**config.mk**
```make
export PLATFORM = sky130hd
export DESIGN_NAME = srd_ctrl
export DESIGN_NICKNAME = d
export VERILOG_FILES = /design/src/shared/srd_pkg.sv /design/src/shared/srd_sync_if.sv /design/src/hdl/srd_ctrl.sv /design/src/hdl/srd_sync.sv
export SDC_FILE = /design/constraint.sdc
export NUM_CORES = 1
export LEC_CHECK = 0
export BUFFER_PORTS_ARGS = -buffer_cell sky130_fd_sc_hd__clkbuf_2
export CORE_MARGIN = 8
export CORE_UTILIZATION = 50
export CTS_BUF_LIST = sky130_fd_sc_hd__clkbuf_2
export DETAILED_ROUTE_END_ITERATION = 10
export GPL_TIMING_DRIVEN = 1
export HOLD_SLACK_MARGIN = 0.15
export PLACE_DENSITY = 0.83
export SLEW_MARGIN = 30
export SYNTH_ARGS = -nofsm -noshare
export SYNTH_HDL_FRONTEND = slang
export SYNTH_SLANG_ARGS = --single-unit
```
**constraint.sdc**
```tcl
create_clock -name clk -period 1.8 [get_ports clk]
set_input_delay 0.36 -clock clk [delete_from_list [all_inputs] [get_ports clk]]
set_output_delay 0.36 -clock clk [all_outputs]
set_load 0.02 [all_outputs]
```
**src/shared/srd_pkg.sv**
```systemverilog
// constants, codes and timing for the supply, reset and debug control block
//
// Function
// - can supply off until commanded on
// - debug mode forces can supply on
// - aux supply level selects five or three-three
// - aux supply off until commanded on
// - aux fault disables, flags, optional interrupt
// - reset on undervoltage or watchdog failure
// - upper threshold chooses reset or interrupt
// - lower option, normal mode only: interrupt upper, reset lower
// - io pins input at reset, later configurable
// - low power keeps io state, no protection
// - one selected source to analog monitor
// - load resistor control on analog monitor
// - can supply off ignores and grounds monitor
// - debug window sampled on init entry
// - debug mode needs no watchdog refresh
// - debug active flag readable
// - leaving window exits debug, watchdog starts
// - leave-debug command beats window voltage
// - spi fail-safe setting overrides resistor
// - debug ignores resistor fail-safe selection
// - fault drives fail-safe output low
package srd_pkg;
	// ************************************************************
	// io pin modes
	// ************************************************************
	typedef enum logic [1:0] {
		SRD_IO_INPUT = 2'h0,
		SRD_IO_HIGH  = 2'h1,
		SRD_IO_LOW   = 2'h2,
		SRD_IO_HIZ   = 2'h3
	} srd_io_mode_e;

	// ************************************************************
	// analog monitor sources
	// ************************************************************
	typedef enum logic [2:0] {
		SRD_MUX_GND    = 3'h0,
		SRD_MUX_VSUP   = 3'h1,
		SRD_MUX_SENSE  = 3'h2,
		SRD_MUX_IO0    = 3'h3,
		SRD_MUX_IO1    = 3'h4,
		SRD_MUX_REF    = 3'h5,
		SRD_MUX_TEMP   = 3'h6,
		SRD_MUX_CURR   = 3'h7
	} srd_mux_e;

	// ************************************************************
	// widths, reset values and timing
	// ************************************************************
	localparam int          SRD_IO_N         = 4;
	localparam int          SRD_SAFE_W       = 2;
	localparam logic [1:0]  SRD_SAFE_DEFAULT = 2'h0;
	localparam logic        SRD_AUX_33_RST   = 1'b0; // five volt level after reset
	localparam int          SRD_CLK_NS       = 40;
	localparam int          SRD_RST_PULSE_NS = 1000000; // reset pulse, 1.0 ms
	localparam int          SRD_RST_PULSE_CYC = (SRD_RST_PULSE_NS + SRD_CLK_NS - 1) / SRD_CLK_NS;
	localparam int          SRD_CNT_W        = 16;
	// synchroniser bit positions
	localparam int          SRD_S_DBG        = 0;
	localparam int          SRD_S_UVU        = 1;
	localparam int          SRD_S_UVL        = 2;
	localparam int          SRD_S_AUV        = 3;
	localparam int          SRD_S_AOC        = 4;
	localparam int          SRD_S_FLT        = 5;
	localparam int          SRD_S_STRAP      = 6;
	localparam int          SRD_S_OVL        = 8;
	localparam int          SRD_S_W          = 12;
endpackage : srd_pkg

```
**src/shared/srd_sync_if.sv**
```systemverilog
// bundle of raw pin levels and their synchronised copies
`timescale 1ns/10ps
interface srd_sync_if #(parameter int W = 12);
	logic [W-1:0] raw;
	logic [W-1:0] sync;
	modport syn (input raw, output sync);
	modport user (output raw, input sync);
endinterface : srd_sync_if

```
**src/hdl/srd_ctrl.sv**
```systemverilog
// supply switching, undervoltage reset, io, monitor, debug and fail-safe control
`timescale 1ns/10ps
module srd_ctrl
	import srd_pkg::*;
#(
	parameter int RST_PULSE_CYC = SRD_RST_PULSE_CYC,
	parameter int IO_N          = SRD_IO_N
) (
	input  wire logic                  clk,
	input  wire logic                  rst_n,
	input  wire logic                  ce,
	// spi command strobes and data from the register decoder
	input  wire logic                  can_on_cmd,
	input  wire logic                  can_off_cmd,
	input  wire logic                  aux_on_cmd,
	input  wire logic                  aux_off_cmd,
	input  wire logic                  aux_level_wr,
	input  wire logic                  aux_level_33,
	input  wire logic                  aux_int_en,
	input  wire logic                  flag_clr,
	input  wire logic                  uv_lower_sel,
	input  wire logic                  io_mode_wr,
	input  wire logic [2*IO_N-1:0]     io_mode_data,
	input  wire logic                  mux_wr,
	input  wire logic [2:0]            mux_data,
	input  wire logic                  mux_load_wr,
	input  wire logic                  mux_load_data,
	input  wire logic                  leave_debug_cmd,
	input  wire logic                  safe_cfg_wr,
	input  wire logic [SRD_SAFE_W-1:0] safe_cfg_data,
	// mode machine status
	input  wire logic                  init_entry,
	input  wire logic                  normal_mode,
	input  wire logic                  low_power,
	input  wire logic                  lp_vdd_on,
	input  wire logic                  wd_fail,
	// analog comparator and pin levels
	input  wire logic                  dbg_window_pin,
	input  wire logic [SRD_SAFE_W-1:0] dbg_strap_pin,
	input  wire logic                  uv_upper_pin,
	input  wire logic                  uv_lower_pin,
	input  wire logic                  aux_uv_pin,
	input  wire logic                  aux_oc_pin,
	input  wire logic                  fault_pin,
	input  wire logic [IO_N-1:0]       io_ovl_pin,
	// supply controls
	output logic                       can_supply_en,
	output logic                       aux_supply_en,
	output logic                       aux_supply_33,
	output logic                       aux_uv_flag,
	output logic                       aux_oc_flag,
	// reset, interrupt and fail-safe pins
	output logic                       rst_pin_o,
	output logic                       rst_pin_oe,
	output logic                       int_n,
	output logic                       uv_int_flag,
	output logic                       safe_pin_o,
	output logic                       safe_pin_oe,
	output logic [SRD_SAFE_W-1:0]      safe_mode,
	// io pins
	output logic [IO_N-1:0]            io_o,
	output logic [IO_N-1:0]            io_oe,
	output logic [IO_N-1:0]            io_ovl_flag,
	// analog monitor
	output logic [2:0]                 analog_monitor_sel,
	output logic                       analog_monitor_load,
	// debug
	output logic                       debug_active,
	output logic                       wd_required
);
	// ************************************************************
	// synchronised pins
	// ************************************************************
	srd_sync_if #(.W(SRD_S_W)) pins ();

	assign pins.raw = {io_ovl_pin, dbg_strap_pin, fault_pin, aux_oc_pin, aux_uv_pin,
	                   uv_lower_pin, uv_upper_pin, dbg_window_pin};

	srd_sync #(.W(SRD_S_W)) u_sync (
		.clk   (clk),
		.rst_n (rst_n),
		.ce    (ce),
		.s     (pins)
	);

	logic                  dbg_win;
	logic                  uv_up;
	logic                  uv_lo;
	logic                  aux_fault;
	logic                  fault_s;
	logic [SRD_SAFE_W-1:0] strap_s;
	logic [IO_N-1:0]       ovl_s;

	assign dbg_win   = pins.sync[SRD_S_DBG];
	assign uv_up     = pins.sync[SRD_S_UVU];
	assign uv_lo     = pins.sync[SRD_S_UVL];
	assign aux_fault = pins.sync[SRD_S_AUV] | pins.sync[SRD_S_AOC];
	assign fault_s   = pins.sync[SRD_S_FLT];
	assign strap_s   = pins.sync[SRD_S_STRAP +: SRD_SAFE_W];
	assign ovl_s     = pins.sync[SRD_S_OVL +: IO_N];

	// ************************************************************
	// debug mode
	// ************************************************************
	logic debug_r;
	logic debug_nxt;

	always_comb begin
		debug_nxt = debug_r;
		if (init_entry)
			debug_nxt = dbg_win;
		if (debug_r && !dbg_win)
			debug_nxt = 1'b0;
		if (leave_debug_cmd)
			debug_nxt = 1'b0;
	end

	always_ff @(posedge clk or negedge rst_n) begin
		if (!rst_n)
			debug_r <= 1'b0;
		else if (ce)
			debug_r <= debug_nxt;
	end

	assign debug_active = debug_r;
	assign wd_required  = !debug_r;

	// ************************************************************
	// can supply regulator
	// ************************************************************
	logic can_r;

	always_ff @(posedge clk or negedge rst_n) begin
		if (!rst_n)
			can_r <= 1'b0;
		else if (ce && can_on_cmd)
			can_r <= 1'b1;
		else if (ce && can_off_cmd)
			can_r <= 1'b0;
	end

	assign can_supply_en = can_r | debug_r;

	// ************************************************************
	// auxiliary supply with fault shutdown
	// ************************************************************
	logic aux_en_r;
	logic aux_33_r;
	logic aux_uv_r;
	logic aux_oc_r;

	// fault wins over an on command in the same cycle
	always_ff @(posedge clk or negedge rst_n) begin
		if (!rst_n)
			aux_en_r <= 1'b0;
		else if (ce && aux_fault)
			aux_en_r <= 1'b0;
		else if (ce && aux_on_cmd)
			aux_en_r <= 1'b1;
		else if (ce && aux_off_cmd)
			aux_en_r <= 1'b0;
	end

	always_ff @(posedge clk or negedge rst_n) begin
		if (!rst_n)
			aux_33_r <= SRD_AUX_33_RST;
		else if (ce && aux_level_wr)
			aux_33_r <= aux_level_33;
	end

	// sticky fault flags, a new fault beats the clear
	always_ff @(posedge clk or negedge rst_n) begin
		if (!rst_n) begin
			aux_uv_r <= 1'b0;
			aux_oc_r <= 1'b0;
		end else if (ce) begin
			aux_uv_r <= pins.sync[SRD_S_AUV] | (aux_uv_r & !flag_clr);
			aux_oc_r <= pins.sync[SRD_S_AOC] | (aux_oc_r & !flag_clr);
		end
	end

	assign aux_supply_en = aux_en_r;
	assign aux_supply_33 = aux_33_r;
	assign aux_uv_flag   = aux_uv_r;
	assign aux_oc_flag   = aux_oc_r;

	// ************************************************************
	// undervoltage and watchdog reset, interrupt
	// ************************************************************
	logic                 two_level;
	logic                 uv_watch;
	logic                 uv_rst_cause;
	logic                 uv_int_cause;
	logic                 wd_rst_cause;
	logic                 rst_trig;
	logic [SRD_CNT_W-1:0] rst_cnt_r;
	logic                 uv_int_r;

	// two-level scheme applies only in normal mode
	// undervoltage watch stays on except in low power with the main supply off
	assign uv_watch     = !low_power | lp_vdd_on;
	assign two_level    = uv_lower_sel & normal_mode;
	assign uv_rst_cause = uv_watch & (two_level ? uv_lo : uv_up);
	assign uv_int_cause = two_level & uv_up;
	assign wd_rst_cause = wd_fail & !debug_r;
	assign rst_trig     = uv_rst_cause | wd_rst_cause;

	// pulse stretcher keeps reset low for the documented pulse
	always_ff @(posedge clk or negedge rst_n) begin
		if (!rst_n)
			rst_cnt_r <= '0;
		else if (ce && rst_trig)
			rst_cnt_r <= SRD_CNT_W'(RST_PULSE_CYC);
		else if (ce && rst_cnt_r != '0)
			rst_cnt_r <= rst_cnt_r - SRD_CNT_W'(1);
	end

	always_ff @(posedge clk or negedge rst_n) begin
		if (!rst_n)
			uv_int_r <= 1'b0;
		else if (ce)
			uv_int_r <= uv_int_cause | (uv_int_r & !flag_clr);
	end

	assign rst_pin_o   = 1'b0;
	assign rst_pin_oe  = (rst_cnt_r != '0);
	assign uv_int_flag = uv_int_r;
	assign int_n       = !(uv_int_r | (aux_int_en & (aux_uv_r | aux_oc_r)));

	// ************************************************************
	// configurable io pins
	// ************************************************************
	logic [2*IO_N-1:0] io_mode_r;
	logic [IO_N-1:0]   io_ovl_r;
	logic [IO_N-1:0]   ovl_live;

	assign ovl_live = low_power ? '0 : ovl_s;

	always_ff @(posedge clk or negedge rst_n) begin
		if (!rst_n)
			io_mode_r <= '0;
		else if (ce && io_mode_wr)
			io_mode_r <= io_mode_data;
	end

	always_ff @(posedge clk or negedge rst_n) begin
		if (!rst_n)
			io_ovl_r <= '0;
		else if (ce)
			io_ovl_r <= ovl_live | (io_ovl_r & ~{IO_N{flag_clr}});
	end

	// drive decode, an overloaded pin stays off until flags clear
	always_comb begin
		for (int i = 0; i < IO_N; i++) begin
			io_o[i]  = (io_mode_r[2*i +: 2] == SRD_IO_HIGH);
			io_oe[i] = ((io_mode_r[2*i +: 2] == SRD_IO_HIGH) ||
			            (io_mode_r[2*i +: 2] == SRD_IO_LOW)) && !io_ovl_r[i];
		end
	end

	assign io_ovl_flag = io_ovl_r;

	// ************************************************************
	// analog monitor selection
	// ************************************************************
	logic [2:0] mux_r;
	logic       mux_load_r;

	always_ff @(posedge clk or negedge rst_n) begin
		if (!rst_n)
			mux_r <= SRD_MUX_GND;
		else if (ce && !can_supply_en)
			mux_r <= SRD_MUX_GND;
		else if (ce && mux_wr)
			mux_r <= mux_data;
	end

	always_ff @(posedge clk or negedge rst_n) begin
		if (!rst_n)
			mux_load_r <= 1'b0;
		else if (ce && mux_load_wr)
			mux_load_r <= mux_load_data;
	end

	assign analog_monitor_sel  = can_supply_en ? mux_r : SRD_MUX_GND;
	assign analog_monitor_load = mux_load_r;

	// ************************************************************
	// fail-safe selection and safe output
	// ************************************************************
	logic                  safe_spi_v_r;
	logic [SRD_SAFE_W-1:0] safe_spi_r;
	logic [SRD_SAFE_W-1:0] safe_strap_r;
	logic                  safe_r;

	always_ff @(posedge clk or negedge rst_n) begin
		if (!rst_n) begin
			safe_spi_v_r <= 1'b0;
			safe_spi_r   <= SRD_SAFE_DEFAULT;
		end else if (ce && safe_cfg_wr) begin
			safe_spi_v_r <= 1'b1;
			safe_spi_r   <= safe_cfg_data;
		end
	end

	// strap caught at init entry, not when debug is chosen
	always_ff @(posedge clk or negedge rst_n) begin
		if (!rst_n)
			safe_strap_r <= SRD_SAFE_DEFAULT;
		else if (ce && init_entry)
			safe_strap_r <= dbg_win ? SRD_SAFE_DEFAULT : strap_s;
	end

	always_ff @(posedge clk or negedge rst_n) begin
		if (!rst_n)
			safe_r <= 1'b0;
		else if (ce && fault_s)
			safe_r <= 1'b1;
	end

	assign safe_mode   = safe_spi_v_r ? safe_spi_r : safe_strap_r;
	assign safe_pin_o  = 1'b0;
	assign safe_pin_oe = safe_r;
endmodule : srd_ctrl

```
**src/hdl/srd_sync.sv**
```systemverilog
// two flip-flop synchroniser for the asynchronous status pins
`timescale 1ns/10ps
module srd_sync
	import srd_pkg::*;
#(
	parameter int W = SRD_S_W
) (
	input  wire logic clk,
	input  wire logic rst_n,
	input  wire logic ce,
	srd_sync_if.syn   s
);
	logic [W-1:0] meta_r;
	logic [W-1:0] hold_r;

	// ************************************************************
	// first stage feeds only the second
	// ************************************************************
	always_ff @(posedge clk or negedge rst_n) begin
		if (!rst_n) begin
			meta_r <= '0;
			hold_r <= '0;
		end else if (ce) begin
			meta_r <= s.raw;
			hold_r <= meta_r;
		end
	end

	assign s.sync = hold_r;
endmodule : srd_sync

```
Word-level counts from Yosys, hierarchy flattened
Cells that the tools add are included.
- RAM bits: 0
- logic and storage cells: 105
- memory bits (read-only): 0
- bits in latches: 0
- bits in registers: 69
- memories: 0
- bits of input ports: 48
- output and inout port bits: 31
- magnitude comparators: 0
- equal/unequal tests: 8
- shift operators: 0
- multiplexer cells: 17
- reduce and logical (&&, ||, !) cells: 41
- add/sub/neg operators: 1
- divide/modulo/power cells: 0
- $mul: 0
- bitwise logic cells: 20
- operators by type and width (operator ; number):
    two-way mux 16 bit ; 2
    logical AND 1 bit ; 20
    nonzero test 16 bit ; 1
    subtractor 16 x 1 -> 16 bit, second input constant ; 1
    zero test 1 bit ; 10
    two-way mux 1 bit ; 9
    two-way mux 3 bit ; 3
    bitwise OR 1 bit ; 9
    AND 1 bit ; 8
    == test 2 x 1 -> 1 bit, second input constant ; 4
    == test 2 bit, second input constant ; 4
    nonzero test 2 bit ; 3
    nonzero test 3 bit ; 2
    AND 4 bit ; 1
    logical OR 1 bit ; 4
    two-way mux 2 bit ; 2
    two-way mux 4 bit ; 1
    NOT 4 bit ; 1
    bitwise OR 4 bit ; 1
    AND reduction 2 bit ; 1

Depth between registers and ports, before layout
Gate-level depths: netlist of the first run.
- depth after elaboration: 6
- gate-level depth with buffers: 7

Cells and area by module
A second synthesis of the first run with hierarchy kept.
- cell total of the unflattened synthesis: 266
- area total of the unflattened synthesis: 3276.9 sq um
- modules (own cells, without submodules) (module ; times used ; area each (sq um) ; sequential area each (sq um) ; cells an instance):
    srd_ctrl ; 1 ; 2279.7 ; 1126.1 ; 215
    srd_sync ; 1 ; 997.2 ; 600.6 ; 51

Worst setup path after synthesis of the first run
OpenSTA, ideal clock, no wires.
- path type: reg2reg
- start: register rst_cnt_r[0]
- end: register rst_cnt_r[5]
- slack: -0.041 ns
- required time: 1.682 ns
- stages on the path, launching flop included: 7
- library setup time: 0.118 ns
- arrival: 1.723 ns
- buffers on the path: 0
- clock period less this slack: 1.841 ns
- cell sequence: dfrtp_1 inv_1 ha_1 nor3b_1 nand4_2 a21o_1 a21o_1
- cells in the longest elaborated chain, start to end: 3
- elaborated cells on any way between the ends: 6
- ends and longest elaborated chain (item ; RTL line ; text):
    start: declaration ; srd_ctrl.sv:196 ; logic [SRD_CNT_W-1:0] rst_cnt_r;
    start signal: assignment ; srd_ctrl.sv:213 ; rst_cnt_r <= SRD_CNT_W'(RST_PULSE_CYC);
    start signal: assignment ; srd_ctrl.sv:215 ; rst_cnt_r <= rst_cnt_r - SRD_CNT_W'(1);
    nonzero test 16 bit ; -- ;
    net rst_pin_oe ; srd_ctrl.sv:54 ; output logic rst_pin_oe,
    logical AND 1 bit ; srd_ctrl.sv:214 ; else if (ce && rst_cnt_r != '0)
    nonzero test 2 bit (no source line) ; -- ;
The timed path passes the listed nets, and every way through them passes these cells. The select of a mux whose other input is x is not followed.
A chain may end at the register's enable or synchronous reset.

Worst setup path after layout of the first run
- start: register rst_cnt_r[11]
- end: output rst_pin_oe
- cells in the longest elaborated chain, start to end: 1
- ends and longest elaborated chain (item ; RTL line ; text):
    nonzero test 16 bit ; srd_ctrl.sv:226 ; assign rst_pin_oe = (rst_cnt_r != '0);
    end: declaration ; srd_ctrl.sv:54 ;
No other way between the ends.

==> impl_results.md, run 1 <==
- Status: finished, violations left
- Failing checks: setup timing
- Die W: around 95 microns
- Commonest non-fill, non-tap cell in the layout: clkbuf_2
- Area contributors post-synth: dfrtp_1, mux2_2, a22o_1, ha_1, nand2_1
- Synth cell types: 53
- Final Power: just over 4 mW
- Worst path arrival time: around 1600 ps
- Die H: ~95 microns
- Final instance area: about 4500 sq um
- Synth Cell Area: around 3200 sq um
- Hold depth: 3
- Cell taking the most area after synthesis: dfrtp_1
- CTS Buf Count: 9
- Final Hold Viols: 0
- Seq pwr share: a little under half
- CTS tree: done
- Reg2reg end: rst_cnt_r[8]
- Combinational power share: roughly 27%
- Switching pwr: 1.274 mW
- Post-Syn Instances: roughly 260
- Clock share of power: around a quarter
- Min-delay src: init_entry
- CP max FO: 3
- Antenna violations before repair: 1
- Row Count: 29
- Fin crit share: 111.2%
- Seq/Total Area, Yosys: between 50% and 60%
- Clock-pin slew on the worst setup and hold paths: about 190 ps
- DRC: 0
- Grt met1 use: 21.01%
- Starting DRC count in detailed routing: between 60 and 70
- Clock skew after layout: ~18 ps
- R2r setup slk: around 40 ps
- Wire length per cell: 17.73 microns
- Max-Cap Viols: 0
- Largest net degree at the start of global routing: 70
- Finished Layout Cells: 480
- CTS sink cnt: roughly 70
- Total GRT Usage: a little under a fifth
- Area grow syn2layout: 41.51%
- F_max: roughly 500 MHz
- CP endpoint kind: output pin
- Cells after DPL: slightly above 400
- Synth Flop Type: dfrtp_1
- Hold Path End: safe_strap_r[0]
- Die area: roughly 9000 sq um
- Layout cells sized above 1: around 46%
- Post-layout minimum cycle time: between 2000 and 2500 ps
- Number of synthesized flops with an enable pin: 0
- Worst-Skew Late Latency: approximately 470 ps
- Worst Path Class, Setup: flip-flop to output pin
- Vias after detailed routing: ~2.6k
- Pwr/cell area: ~900 nW/um^2
- Highest-delay cell along the critical path: dfrtp_1
- Vias in the first global route: 2774
- Worst path cell trace: nor4_4, nand4_2, clkbuf_8
- Asr flop ratio synth: between 90% and 100%
- Top-area cell type share of the netlist area: a little over half
- Routability cong.: around 0.84
- Via-to-Cell Ratio: 5.452
- Core area: about 6200 sq um
- Detail Route Antenna Nets: 0
- Critical path's largest stage delay: about 470 ps
- Post-Route WL: between 8 and 9 mm
- Element type at the critical path start: flip-flop
- Post-DP HPWL: ~5.2 mm
- Initial core utilization: approximately half
- Core Util, Final: 71.55%
- RSZ-0062 raised after global routing: true
- Final nets: 450
- Grt ovf: 0
- Clock root buffer: clkbuf_2
- Pre-antenna DRT Iters: 5
- # port buffers: 76
- CTS Buffer Depth: 2
- # setup viols final: 2
- Placed cell areas: ~3700 sq um
- Pins over their slew limit: 0
- Final Worst Setup Slack: -202.3 ps
- CTS HTree Levels: 3
- CP Data Required Time: ~1400 ps
- Met2 Use GR: between 30% and 40%
- I/O pin count: 79
- Most frequent cells in the layout: clkbuf_2, dfrtp_1, dlygate4sd3_1
- Cell leakage power: around 2.0 nW
- Syn. warnings: 0
- Switching share of power: a little under a third
- Yosys reg bits: 69
- Most crowded layer after global routing: met2
- Internal Power: between 2 and 3 mW
- Worst vdd ir: around 0.67 mV
- Global-route wire length before repair: ~13 mm
- Avg Cell Area, Syn: roughly 12 sq um
- Pre-CTS setup slack: -3.639 ps
- M3 GR Usage: ~2.8%
- Reg2reg start: rst_cnt_r[6]
- R2R cell count: 5
- Min-delay worst type: primary input to flip-flop
[cell families (layout without fill, tap and decap cells)]
group | count (synthesis) | in the layout | share of synthesized area (%)
muxes | 38 | 38 | 13.56
other | 1 | 3 | 0.1188
AOI/OAI and AO/OA | 53 | 53 | 12.05
xor gates and xnor gates | 1 | 1 | 0.2776
buffers and inverters | 22 | 164 | 2.934
DFF | 69 | 69 | 54.72
adders and majority gates | 5 | 5 | 1.983
and+or+nand+nor | 70 | 70 | 14.35
[cell type report]
type	count	area [sq um]
fill	423	1775
multi-input combinational	169	1445
clock inverter	7	98.84
clock buffer	9	45.04
sequential	69	1733
inverter	11	41.29
tap	77	96.34
timing repair buffer	137	1003
antenna	1	2.502
[synthesized netlist by cell type, types with 3 or more instances]
cell and count:
a21o_1 5, clkbuf_1 6, nand2b_1 6, a21oi_1 11
o21ai_0 8, a22o_1 10, nor3_1 5, nor2b_1 4
dfrtp_1 69, nand2_1 15, ha_1 5, nor2_1 9
mux2_2 38, inv_1 11, o31ai_1 3, or3_1 3
[flip-flops by register name, summed over array words and instances, names as in the netlist]
register	count
safe_spi_r	2
rst_cnt_r	16
u_sync.meta_r	12
uv_int_flag	1
aux_oc_flag	1
analog_monitor_load	1
safe_pin_oe	1
aux_supply_en	1
safe_strap_r	2
debug_active	1
aux_supply_33	1
can_r	1
aux_uv_flag	1
io_ovl_flag	4
safe_spi_v_r	1
u_sync.s.sync	12
mux_r	3
io_mode_r	8
[metrics by stage]
step,setup TNS (ps),hold slack [ps]
after floorplan,0,64.41
after global placement,0,406.8
after detailed placement,-3.639,413.9
after CTS,-461.4,156.3
after global routing,-864.1,183.8
final,-214.8,227.1
[metal layers]
| layer | wire (microns) | part of all wire, % | vias up |
|---|---|---|---|
| met5 | 0 | 0 | - |
| met4 | 242 | 2.8 | 0 |
| met3 | 333 | 3.9 | 17 |
| met2 | 4562 | 54 | 75 |
| met1 | 3373 | 40 | 1310 |
| li1 | - | - | 1215 |
[how the worst max path moves through the flow]
| stage | start | endpoint | slack, ps |
|---|---|---|---|
| 2_1_floorplan | rst_cnt_r[0] | rst_cnt_r[5] | 90 |
| 3_3_place_gp | rst_cnt_r[0] | rst_cnt_r[9] | 80 |
| 3_5_place_dp | rst_cnt_r[0] | rst_cnt_r[9] | -4 |
| 4_1_cts | rst_cnt_r[1] | rst_pin_oe | -220 |
| 5_1_grt | rst_cnt_r[1] | rst_pin_oe | -340 |
| 6_report | rst_cnt_r[11] | rst_pin_oe | -200 |
[timing repair]
| item | CTS | global route |
|---|---|---|
| endpoints found under the hold margin | 101 | 0 |
| endpoints found under the setup margin | 12 | 19 |
| hold buffers | 37 | 0 |
| cloned | 0 | 0 |
| setup buffers | 12 | 3 |
| pin swaps | 6 | 9 |
| resized for setup | 18 | 42 |
[power by group through the flow]
stage               sequential, mW  combinational, mW  clock (mW)
detailed placement            1.94              0.790           0
global placement              1.92              0.760           0
finish                        1.92               1.09        1.03
floorplan                     1.93              0.495           0
CTS                           1.90              0.959        1.07
global route                  1.95               1.17        1.13
[worst max-delay path: cells and delay by family (launching register included)]
family	cells	cell delay [ps]
and+or+nand+nor	2	540
DFF	1	470
buffers and inverters	1	180
No activity file was read; power rests on OpenSTA's default activity.
==> inputs of run 2 (changes only) <==
GPL_TIMING_DRIVEN = 0   (was 1)
==> run 2 against run 1 <==
- the run still ends with setup timing left
- register-to-register slack got worse by 170 ps
- via count rose by 7.4%
- clock-buffer cell count up 1
- combinational power is 5% higher
- critical endpoint unchanged
- wire length is 12% higher
- cell area rose by 0.48%
- largest cell class unchanged
==> impl_results.md, run 2 (synthesis gave the netlist of run 1 again) <==
- CTS HTree Levels: 3 (unchanged)
- Cells after DPL: 413 (+0.49%)
- Met1 wire length: 3.514 mm (+4.2%)
- Post-layout minimum cycle time: 2124 ps (+121.9 ps)
- DRC: 0 (unchanged)
- Post-DP HPWL: 5.407 mm (+4.0%)
- Metal3 WL: 682 microns (+100%)
- Max-Cap Viols: 0 (unchanged)
- Failing checks: setup timing
- Total GRT Usage: 19.95% (+1.3 points)
- Clock-pin slew on the worst setup and hold paths: 200 ps (about the same)
- Clock root buffer: clkbuf_2
- # setup viols final: 9 (+7)
- CP max FO: 2 (-1)
- Worst vdd ir: 0.7986 mV (+19%)
- Status: finished, violations left
- Cell leakage power: 2.046 nW (+1.1%)
- Fin crit share: 118.0% (+6.8 points)
- Wire length per cell: 19.79 microns (+12%)
- R2R cell count: 9 (+4)
- Slew HR: a little under three fifths
- Starting DRC count in detailed routing: 285 (+330%)
- Initial core utilization: 50.56% (unchanged)
- Pre-antenna DRT Iters: 5 (unchanged)
- Detail Route Antenna Nets: 0 (unchanged)
- F_max: 470.8 MHz (-5.7%)
- Vias in the first global route: 2905 (+4.7%)
- Clock skew after layout: 30.19 ps (+12.61 ps)
- Final nets: 454 (+0.89%)
- Global-route wire length before repair: 13.96 mm (+5.5%)
- Row Count: 29 (unchanged)
- Final Worst Setup Slack: -324.1 ps (-121.9 ps)
- Layout cells sized above 1: 45.43% (-0.59 points)
- Worst Path Class, Setup: flip-flop to output pin
- CTS Buffer Depth: 2 (unchanged)
- Grt ovf: 0 (unchanged)
- Die area: 9109 sq um (unchanged)
- Worst-Skew Late Latency: 530 ps (+60 ps)
- Uppermost layer routed: met4
- Routability cong.: 0.8856 (+5.3%)
- Hold depth: 3 (unchanged)
- Antenna violations before repair: 1 (unchanged)
- Largest Register: rst_cnt_r
- RSZ-0062 raised after global routing: true
- Final Hold Viols: 0 (unchanged)
- Commonest non-fill, non-tap cell in the layout: clkbuf_2
- Pins over their slew limit: 0 (unchanged)
- CTS Buf Count: 9 (unchanged)
- Most frequent cells in the layout: clkbuf_2, dfrtp_1, dlygate4sd3_1
- Reg2reg start: rst_cnt_r[0]
- Min-delay worst type: primary input to flip-flop
- Element type at the critical path start: flip-flop
- CTS sink cnt: 69 (unchanged)
- Via-to-Cell Ratio: 5.820 (+6.7%)
- Pwr/cell area: 900.3 nW/um^2 (-0.61%)
- Post-Route WL: 9.559 mm (+12%)
- Final hold slack: 185.0 ps (-42.12 ps)
- Max reg flops: 16 (unchanged)
- Slew @ Worst Pin: roughly 660 ps
- Die W: 95.44 microns (unchanged)
- Largest net degree at the start of global routing: 39 (-44%)
- I/O pin count: 79 (unchanged)
- CTS tree: done
- CP endpoint kind: output pin
- Core Util, Final: 71.89% (+0.34 points)
- Setup crit start: rst_cnt_r[0]
- Worst path arrival time: 1760 ps (+120 ps)
- Min-delay src: mux_load_wr
- Die H: 95.44 microns (unchanged)
- CP Data Required Time: 1440 ps (about the same)
- Finished Layout Cells: 483 (+0.63%)
- Met2 wire len: 4.993 mm (+9.4%)
- Core area: 6241 sq um (unchanged)
- Setup_tns: -627.0 ps (-412.2 ps)
- Vias after detailed routing: 2811 (+7.4%)
- Area grow syn2layout: 42.19%
- # port buffers: 75 (-1.3%)
## run 2: cell types whose count changed in the layout (fill, tap and decap cells not counted), sizes merged
| cell | delta |
|---|---|
| clkbuf | +4 |
| clkinv | -2 |
| buf | +1 |
| clkinvlp | +1 |
| inv | -1 |
## run 2: worst paths after layout
| check | end | slack (ps) |
|---|---|---|
| min in group asynchronous | safe_spi_v_r | 350 |
| max | rst_pin_oe | -320 |
| max in group asynchronous | rst_cnt_r[8] | 850 |
| min | analog_monitor_load | 180 |
| max reg2reg | rst_cnt_r[8] | -130 |
| min reg2reg | safe_pin_oe | 500 |
## run 2: metrics by stage
| stage | cell area (sq um) | total power [mW] | worst slack [ps] |
|---|---|---|---|
| floorplan | 3164 | 2.423 | 92.15 |
| global placement | 3636 | 2.680 | -139.4 |
| detailed placement | 3659 | 2.734 | -173.0 |
| CTS | 4320 | 3.884 | -295.7 |
| global route | 4487 | 4.201 | -421.0 |
| finish | 4487 | 4.039 | -324.1 |
## run 2: cell type report
class                           instances  area (sq um)
Fill cell                             381          1754
Clock inverter                          5         76.32
Buffer                                 10         56.30
Clock buffer                           10         50.05
Antenna cell                            1         2.502
Tap cell                               77         96.34
Multi-Input combinational cell        169          1463
Inverter                               11         41.29
Timing Repair Buffer                  131         969.7
Sequential cell                        69          1732
## run 2: repair_timing
item                                    in CTS  in global routing
pin swaps                                    5                 13
endpoints found under the setup margin      20                 20
endpoints found under the hold margin       70                  0
buffers inserted                            10                  9
hold buffers                                37                  0
gates resized for setup                     25                 44
## run 2: report_power, final
| part | internal, mW | switching (mW) |
|---|---|---|
| Combinational | 0.558 | 0.579 |
| Clock | 0.451 | 0.543 |
| Sequential | 1.74 | 0.167 |
| Total | 2.75 | 1.29 |
## run 2: critical path, stage by stage, from the launching register on
cell and delay, ps:
dfrtp_1 440, inv_2 90, ha_4 140, nor3b_4 280, nand4_4 130, buf_8 160
## run 2: per-layer routing
layer,GRT usage [%],up-vias
li1,-,1228
met3,5.276,40
met1,21.25,1398
met4,10.76,0
met5,0,-
met2,35.33,145
